[config.mk]
export PLATFORM = sky130hd
export DESIGN_NAME = projector_power_sequencer
export DESIGN_NICKNAME = d
export VERILOG_FILES = /design/src/logic/pseq_pkg.sv /design/src/logic/seq_timer_if.sv /design/src/logic/projector_power_sequencer.sv /design/src/logic/seq_timer.sv
export SDC_FILE = /design/constraint.sdc
export NUM_CORES = 1
export LEC_CHECK = 0
export BUFFER_PORTS_ARGS = -buffer_cell sky130_fd_sc_hd__buf_2
export CAP_MARGIN = 40
export CORE_MARGIN = 5
export CORE_UTILIZATION = 55
export CTS_CLUSTER_DIAMETER = 30
export CTS_CLUSTER_SIZE = 20
export DETAILED_ROUTE_END_ITERATION = 8
export PLACE_DENSITY = 0.72
export SLEW_MARGIN = 20
export SYNTH_ARGS = -nofsm -noshare
export SYNTH_HDL_FRONTEND = slang
export SYNTH_HIERARCHICAL = 1
export SYNTH_SLANG_ARGS = --single-unit
[constraint.sdc]
create_clock -name clk_i -period 5.4 [get_ports clk_i]
set_input_delay 0.54 -clock clk_i [delete_from_list [all_inputs] [get_ports clk_i]]
set_output_delay 0.54 -clock clk_i [all_outputs]
set_load 0.03 [all_outputs]
[src/logic/pseq_pkg.sv]
// Package of constants and types for the projector power sequencer.
// Overview of operation
// Projector request high powers display path, images.
// Request low shuts chipset to off state.
// Power-on hold rising edge starts initialization.
// Init done drives busy low, commands accepted.
// Boot lasts about 100 ms typically.
// Monitor raises park warning before hold release.
// Monitor holds hold low 5 ms after supplies.
// Reference clock stable; release follows within 1 ms.
// Park completes within 20 ms of request fall.
// System keeps supplies 20 ms after request fall.
// Keep main supply 50 ms after request fall.
// Reset regulation stops 12 ms after normal park.
// Park warning low starts fast park.
// Core power lost tristates host-supply outputs.
// Companion ready triggers 2.75 ms register setup.
// Companion ready may take 1.5 s.
// Firmware loads from flash, kept during operation.
// Busy line high right after hold release.
// Host keeps request until busy goes low.
// Clock and hold stay 32 us after warning.
// Initialization locks PLL then loads flash data.
// Hold low keeps idle, timers cleared, sync.
package pseq_pkg;
    localparam int CLK_MHZ = 100;
    localparam int BOOT_MS = 100;
    localparam int PLL_LOCK_US = 100;
    localparam int SETUP_US = 2750;
    localparam int PARK_MS = 20;
    localparam int FAST_PARK_US = 32;
    localparam int REG_STOP_MS = 12;
    localparam int BOOT_CYC = BOOT_MS * 1000 * CLK_MHZ;
    localparam int PLL_CYC = PLL_LOCK_US * CLK_MHZ;
    localparam int SETUP_CYC = SETUP_US * CLK_MHZ;
    localparam int PARK_CYC = PARK_MS * 1000 * CLK_MHZ;
    localparam int FAST_PARK_CYC = FAST_PARK_US * CLK_MHZ;
    localparam int REG_STOP_CYC = REG_STOP_MS * 1000 * CLK_MHZ;
    localparam int TW = 24;

    typedef enum logic [3:0] {
        ST_IDLE = 4'b0000,
        ST_PLL = 4'b0001,
        ST_LOAD = 4'b0010,
        ST_WAIT_RDY = 4'b0011,
        ST_SETUP = 4'b0100,
        ST_READY = 4'b0101,
        ST_ON = 4'b0110,
        ST_PARK = 4'b0111,
        ST_REG_HOLD = 4'b1000,
        ST_FAST_PARK = 4'b1001,
        ST_OFF = 4'b1010
    } seq_state_e;
endpackage

[src/logic/seq_timer_if.sv]
// Interface between the sequencer and its interval timer.
`timescale 1ns/100ps
interface seq_timer_if;
    logic load;
    logic [pseq_pkg::TW-1:0] count;
    logic done;
    modport ctrl (output load, output count, input done);
    modport tmr (input load, input count, output done);
endinterface

[src/logic/projector_power_sequencer.sv]
// Power-up and power-down sequencer of the display controller.
`timescale 1ns/100ps
module projector_power_sequencer #(
    parameter int BOOT_CYCLES = pseq_pkg::BOOT_CYC,
    parameter int PLL_CYCLES = pseq_pkg::PLL_CYC,
    parameter int SETUP_CYCLES = pseq_pkg::SETUP_CYC,
    parameter int PARK_CYCLES = pseq_pkg::PARK_CYC,
    parameter int REG_STOP_CYCLES = pseq_pkg::REG_STOP_CYC
) (
    input wire logic clk_i,
    input wire logic rst_i,
    input wire logic power_on_hold_n_i,
    input wire logic fast_park_warning_n_i,
    input wire logic projector_on_request_i,
    input wire logic companion_ready_i,
    input wire logic core_power_good_i,
    output logic init_busy_o,
    output logic init_busy_oe_o,
    output logic command_ready_o,
    output logic pll_lock_req_o,
    output logic flash_load_o,
    output logic companion_write_o,
    output logic display_enable_o,
    output logic park_active_o,
    output logic fast_park_o,
    output logic reset_reg_enable_o,
    output logic low_power_off_o
);
    import pseq_pkg::*;

    typedef struct packed {
        seq_state_e st;
        logic hold_d;
        logic busy;
        logic busy_oe;
        logic cmd_rdy;
        logic pll;
        logic flash;
        logic cwr;
        logic disp;
        logic park;
        logic fpark;
        logic regen;
        logic off;
    } seq_s;

    seq_s s_r;
    seq_s s_nxt;
    seq_timer_if tif ();

    seq_timer u_timer (
        .clk_i(clk_i),
        .rst_i(rst_i),
        .t(tif)
    );

    logic boot_hold_done;
    logic [TW-1:0] boot_cnt_r;

    always_comb begin
        s_nxt = s_r;
        tif.load = 1'b0;
        tif.count = '0;
        s_nxt.hold_d = power_on_hold_n_i;
        case (s_r.st)
            ST_IDLE: begin
                if (power_on_hold_n_i && !s_r.hold_d) begin
                    s_nxt.st = ST_PLL;
                    s_nxt.busy = 1'b1;
                    tif.load = 1'b1;
                    tif.count = TW'(PLL_CYCLES);
                end
            end
            ST_PLL: begin
                if (tif.done) begin
                    s_nxt.st = ST_LOAD;
                    tif.load = 1'b1;
                    tif.count = TW'(BOOT_CYCLES - PLL_CYCLES);
                end
            end
            ST_LOAD: begin
                if (tif.done) begin
                    s_nxt.st = ST_WAIT_RDY;
                end
            end
            ST_WAIT_RDY: begin
                if (companion_ready_i) begin
                    s_nxt.st = ST_SETUP;
                    tif.load = 1'b1;
                    tif.count = TW'(SETUP_CYCLES);
                end
            end
            ST_SETUP: begin
                if (tif.done) begin
                    s_nxt.st = ST_READY;
                    s_nxt.busy = 1'b0;
                end
            end
            ST_READY, ST_ON: begin
                if (!fast_park_warning_n_i) begin
                    s_nxt.st = ST_FAST_PARK;
                    tif.load = 1'b1;
                    tif.count = TW'(FAST_PARK_CYC);
                end else if (projector_on_request_i) begin
                    s_nxt.st = ST_ON;
                end else if (s_r.st == ST_ON) begin
                    s_nxt.st = ST_PARK;
                    tif.load = 1'b1;
                    tif.count = TW'(PARK_CYCLES - 1);
                end
            end
            ST_PARK: begin
                if (!fast_park_warning_n_i) begin
                    s_nxt.st = ST_FAST_PARK;
                    tif.load = 1'b1;
                    tif.count = TW'(FAST_PARK_CYC);
                end else if (tif.done) begin
                    s_nxt.st = ST_REG_HOLD;
                    tif.load = 1'b1;
                    tif.count = TW'(REG_STOP_CYCLES);
                end
            end
            ST_REG_HOLD, ST_FAST_PARK: begin
                if (tif.done) begin
                    s_nxt.st = ST_OFF;
                end
            end
            ST_OFF: begin
                if (projector_on_request_i && fast_park_warning_n_i) begin
                    s_nxt.st = ST_READY;
                end
            end
            default: begin
                s_nxt.st = ST_IDLE;
            end
        endcase
        if (!power_on_hold_n_i) begin
            s_nxt.st = ST_IDLE;
            s_nxt.busy = 1'b0;
            tif.load = 1'b1;
            tif.count = '0;
        end
        s_nxt.busy_oe = core_power_good_i && s_nxt.st != ST_IDLE;
        s_nxt.cmd_rdy = s_nxt.st inside {ST_READY, ST_ON};
        s_nxt.pll = s_nxt.st != ST_IDLE;
        s_nxt.flash = s_nxt.st == ST_LOAD;
        s_nxt.cwr = s_nxt.st == ST_SETUP;
        s_nxt.disp = s_nxt.st == ST_ON;
        s_nxt.park = s_nxt.st == ST_PARK;
        s_nxt.fpark = s_nxt.st == ST_FAST_PARK;
        s_nxt.regen = s_nxt.st inside {ST_READY, ST_ON, ST_PARK, ST_REG_HOLD};
        s_nxt.off = s_nxt.st == ST_OFF;
    end

    always_ff @(posedge clk_i) begin
        if (rst_i) begin
            s_r <= '0;
        end else begin
            s_r <= s_nxt;
        end
    end

    assign init_busy_o = s_r.busy;
    assign init_busy_oe_o = s_r.busy_oe;
    assign command_ready_o = s_r.cmd_rdy;
    assign pll_lock_req_o = s_r.pll;
    assign flash_load_o = s_r.flash;
    assign companion_write_o = s_r.cwr;
    assign display_enable_o = s_r.disp;
    assign park_active_o = s_r.park;
    assign fast_park_o = s_r.fpark;
    assign reset_reg_enable_o = s_r.regen;
    assign low_power_off_o = s_r.off;

    // Counts cycles in the park state to bound its length.
    always_ff @(posedge clk_i) begin
        if (rst_i || s_r.st != ST_PARK) begin
            boot_cnt_r <= '0;
        end else begin
            boot_cnt_r <= boot_cnt_r + 1'b1;
        end
    end
    assign boot_hold_done = boot_cnt_r <= TW'(PARK_CYCLES);

    a_hold_idle: assert property (@(posedge clk_i) disable iff (rst_i)
        !power_on_hold_n_i |=> s_r.st == ST_IDLE && !init_busy_o)
        else $error("sequencer not idle while hold low");
    a_busy_rise: assert property (@(posedge clk_i) disable iff (rst_i)
        power_on_hold_n_i && $past(power_on_hold_n_i) == 1'b0 && s_r.st == ST_IDLE
        |=> init_busy_o)
        else $error("busy not raised after hold release");
    a_busy_done: assert property (@(posedge clk_i) disable iff (rst_i)
        $fell(init_busy_o) && power_on_hold_n_i |-> command_ready_o)
        else $error("busy fell without command ready");
    a_cmd_gated: assert property (@(posedge clk_i) disable iff (rst_i)
        command_ready_o |-> !init_busy_o && s_r.st != ST_SETUP)
        else $error("commands accepted before setup");
    a_fast_park: assert property (@(posedge clk_i) disable iff (rst_i)
        s_r.st inside {ST_READY, ST_ON, ST_PARK} && !fast_park_warning_n_i
        && power_on_hold_n_i |=> fast_park_o)
        else $error("fast park not started");
    a_park_start: assert property (@(posedge clk_i) disable iff (rst_i)
        s_r.st == ST_ON && !projector_on_request_i && fast_park_warning_n_i
        && power_on_hold_n_i |=> park_active_o && !display_enable_o)
        else $error("park not started");
    a_park_bound: assert property (@(posedge clk_i) disable iff (rst_i)
        boot_hold_done)
        else $error("park exceeded bound");
    a_disp_on: assert property (@(posedge clk_i) disable iff (rst_i)
        s_r.st == ST_READY && projector_on_request_i && fast_park_warning_n_i
        && power_on_hold_n_i |=> display_enable_o)
        else $error("display not enabled");
    a_pll_first: assert property (@(posedge clk_i) disable iff (rst_i)
        flash_load_o |-> $past(s_r.st) inside {ST_PLL, ST_LOAD})
        else $error("flash load before pll");
    a_reg_stop: assert property (@(posedge clk_i) disable iff (rst_i)
        $fell(park_active_o) && !fast_park_o && $past(power_on_hold_n_i)
        |-> reset_reg_enable_o)
        else $error("regulation stopped early");
    a_oe_core: assert property (@(posedge clk_i) disable iff (rst_i)
        !core_power_good_i |=> !init_busy_oe_o)
        else $error("output driven without core power");
    c_boot: cover property (@(posedge clk_i) $fell(init_busy_o));
    c_on: cover property (@(posedge clk_i) $rose(display_enable_o));
    c_park: cover property (@(posedge clk_i) $rose(low_power_off_o));
    c_fpark: cover property (@(posedge clk_i) $rose(fast_park_o));
endmodule // projector_power_sequencer

[src/logic/seq_timer.sv]
// Down counter that flags the end of a loaded interval.
`timescale 1ns/100ps
module seq_timer (
    input wire logic clk_i,
    input wire logic rst_i,
    seq_timer_if.tmr t
);
    import pseq_pkg::*;
    typedef struct packed {
        logic [TW-1:0] cnt;
        logic done;
    } tmr_s;
    tmr_s st_r;
    tmr_s st_nxt;
    always_comb begin
        st_nxt = st_r;
        st_nxt.done = 1'b0;
        if (t.load) begin
            st_nxt.cnt = t.count;
        end else if (st_r.cnt != '0) begin
            st_nxt.cnt = st_r.cnt - 1'b1;
            st_nxt.done = (st_r.cnt == {{(TW-1){1'b0}}, 1'b1});
        end
    end
    always_ff @(posedge clk_i) begin
        if (rst_i) begin
            st_r <= '0;
        end else begin
            st_r <= st_nxt;
        end
    end
    assign t.done = st_r.done;
endmodule // seq_timer

==> summary.txt <==
Run status
  • Status: complete, no violations

Logic synthesis
  • YS warnings: 6
  • Cell taking the most area after synthesis: dfxtp_1
  • Mapped Cells: 299
  • Main synth FF type: dfxtp_1
  • Cell Area, Synth: 2440 um2
  • Synth async-reset ratio: 0%
  • Netlist cell types: 64
  • Top cell type's share of synthesized area: 33.6%
  • Post-synth EDFFs: 0
  • Dominant cells by area after synthesis: dfxtp_1 34%, xnor2_1 5.4%, nand2_1 4.3%
  • Sequential share of the synthesized area: 33.6%
  • Post-synthesis average cell area: approximately 8 um2
  • Synthesized flop and latch total: 41

Setup path
  • Critical path required time: 5620 ps
  • Endpoint class of the critical path: register
  • R2R Path Start: s_r[14]$_SDFF_PP0_
  • Critical Path Source Type: register
  • Setup crit start: s_r[14]$_SDFF_PP0_
  • Arr. time, crit path: 3020 ps
  • R2R setup slack: 2600 ps
  • Critical path type: register to register
  • Crit path max fanout: 22
  • Worst Reg-to-Reg Cells: 10

Min path
  • Worst Hold Depth: 2
  • Min-delay src: init_busy_o$_SDFFE_PP0P_
  • Hold Path Class: register to register

CTS
  • Postcts setup bufs: 0
  • CTS Hold Buffers Added: 0
  • CTS Buffer Depth: 2
  • Clock transition at the registers of the reported paths: 90 ps
  • Clk root buf: clkbuf_8
  • CTS HTree Levels: 2
  • CTS tree: yes
  • CTS sink cnt: 41
  • CTS buffer count: 5
  • Clock Latency Late Sink: 290 ps
  • PostCTS Resize Cnt: 0

STA
  • Clk_skew: 6.64 ps
  • Fin. Hold Viols: 0
  • Fin crit share: 51.8%
  • Max Fclk: 358 MHz
  • Rel. slew slack: 62.3%
  • Worst-Margin Slew: around 560 ps
  • Final setup vio count: 0
  • Minimum clock period: 2800 ps
  • Hold WS: around 480 ps
  • RSZ-0062 raised after global routing: no
  • Max-slew violation count: 0
  • Setup_tns: 0 ps

Power and ir drop
  • Pwr Total: 730 uW
  • Internal: 487 uW
  • Clock power share: 27.8%
  • Switching share of power: between 30% and 40%
  • Sequential fraction of design power: a little under half
  • Logic gate share of total power: 25.9%
  • Power per standard cell area: 276 nW/um2
  • Leak pwr: ~0.0010 uW
  • Psw: 244 uW
  • Max rail drop VDD: 182 uV

Cells and area
  • Share of layout cells above drive strength 1: 14.3%
  • Register area: 821 um2
  • Fin nets: 324
  • Fill count: approximately 410
  • Antenna diodes: 0
  • Multi-input logic area: about 1500 um2
  • Final instance area: 2650 um2
  • Finished Layout Cells: 367
  • Layout area overhead: 8.40%

Global routing
  • Vias in the first global route: 2,054
  • Global-route wire length before repair: 10,300 um
  • Antenna violations before repair: 0
  • Total GRT Usage: 20.7%
  • Gr ovfl total: 0
  • Largest net degree at the start of global routing: 23

Die
  • Die area: 5880 um2
  • Initial Util: a little under three fifths
  • # IOs: 18
  • Core area: 4320 um2
  • Chip Width: between 70 and 80 um
  • # rows: 24
  • Die height: ~77 um

Placement
  • Final estimated routing congestion in global placement: 0.835
  • Placed Area: roughly 2500 um2
  • Hpwl dp: 4140 um
  • Placed cell count: 358
  • PortBufs: 17

Detailed routing
  • Number of routed nets with antenna violations: 0
  • Final WL: 5810 um
  • Initial DRC count: 359
  • TritonRoute pass-1 iters: 5
  • Total number of vias: about 2,200
  • DRC: 0
  • WL/cell: roughly 16 um
  • Via/cell ratio: 6.06

Flow run
  • Max-cap violation count: 0
path summary, 6_finish.rpt:
kind                                         to
setup / recovery  u_timer/st_r[19]$_SDFFE_PP0P_
hold / removal         init_busy_o$_SDFFE_PP0P_
setup reg to reg  u_timer/st_r[19]$_SDFFE_PP0P_
hold reg to reg        init_busy_o$_SDFFE_PP0P_
cell usage in the layout, fill, tap and decap left out, drive strengths merged, types with 3 or more instances in the layout:
cell,n
nor2b,7
nand3,15
inv,18
o211ai,4
nor3,12
nor2,22
o21ai,16
clkbuf,6
and2,4
or4,5
xnor2,15
or2,6
a211oi,3
o21a,3
nand4,5
conb,3
nor3b,5
a21oi,11
mux2i,4
ha,3
nand2b,4
o31ai,3
dfxtp,41
nor4,9
buf,19
or3,4
nand2,30
cells in the mapped netlist, drive strengths merged, types with 2 or more instances:
master    n
dfxtp    41
nand2    30
nor2     22
inv      18
o21ai    16
nand3    15
xnor2    15
nor3     12
a21oi    11
nor4      9
clkbuf    8
nor2b     7
or2       6
buf       5
nand4     5
nor3b     5
or4       5
and2      4
mux2i     4
nand2b    4
o211ai    4
or3       4
a211oi    3
ha        3
o21a      3
o31ai     3
a2111oi   2
a21o      2
a221oi    2
a22o      2
and3      2
nand3b    2
nand4b    2
o41ai     2
or3b      2
xor2      2
power groups by stage:
stage / Combinational, uW / Sequential (uW) / Clock, uW
final: 189 / 338 / 203
after global routing: 209 / 341 / 223
after CTS: 186 / 337 / 207
after detailed placement: 185 / 344 / 0
after global placement: 182 / 344 / 0
after floorplan: 149 / 341 / 0
worst max-delay path: stages, from the launching register on:
cell and delay (ps):
dfxtp_1 480, or3b_1 440, or4_4 460, o31ai_1 110
nor3_1 120, nand3_1 130, buf_6 200, nor2b_1 350
buf_4 250, nand2_1 80, o21ai_1 90
state kept, by name, indices dropped and copies added (netlist names):
name,count
command_ready_o,1
companion_write_o,1
display_enable_o,1
fast_park_o,1
flash_load_o,1
init_busy_o,1
init_busy_oe_o,1
low_power_off_o,1
park_active_o,1
pll_lock_req_o,1
reset_reg_enable_o,1
s_r,5
u_timer/st_r,24
u_timer/t.done,1
layout make-up:
cell class	instances	area share, %
well taps	52	2.46
flip-flops and latches	41	31.0
repair buffers	19	3.92
clock buffers	6	2.74
inverters	18	2.55
multi-input cells	229	56.8
clock inverters	2	0.567
per-layer routing:
layer	vias to the layer above	track usage [%]	share of wire, %
li1	1098	-	-
met1	1015	32.4	51
met2	100	29.2	42
met3	12	3.63	6.4
met4	0	4.72	1.1
met5	-	0	0
per-stage QoR:
step	util (%)	setup slack, ps
floorplan	-	2810
global placement	58.8	1860
detailed placement	59.0	2040
CTS	61.0	2210
global route	61.3	2390
finish	61.3	2600
kinds of logic after synthesis:
logic type / Yosys count / share of synthesized area (%)
simple gates: 139 / 32.5
compound gates: 63 / 19.3
flops: 41 / 33.6
buf+inv: 31 / 5.17
xor+xnor: 17 / 6.09
mux: 4 / 1.64
fa+ha+maj: 3 / 1.54
other cells: 1 / 0.153
Note: power is estimated with default switching activity, not from simulation.
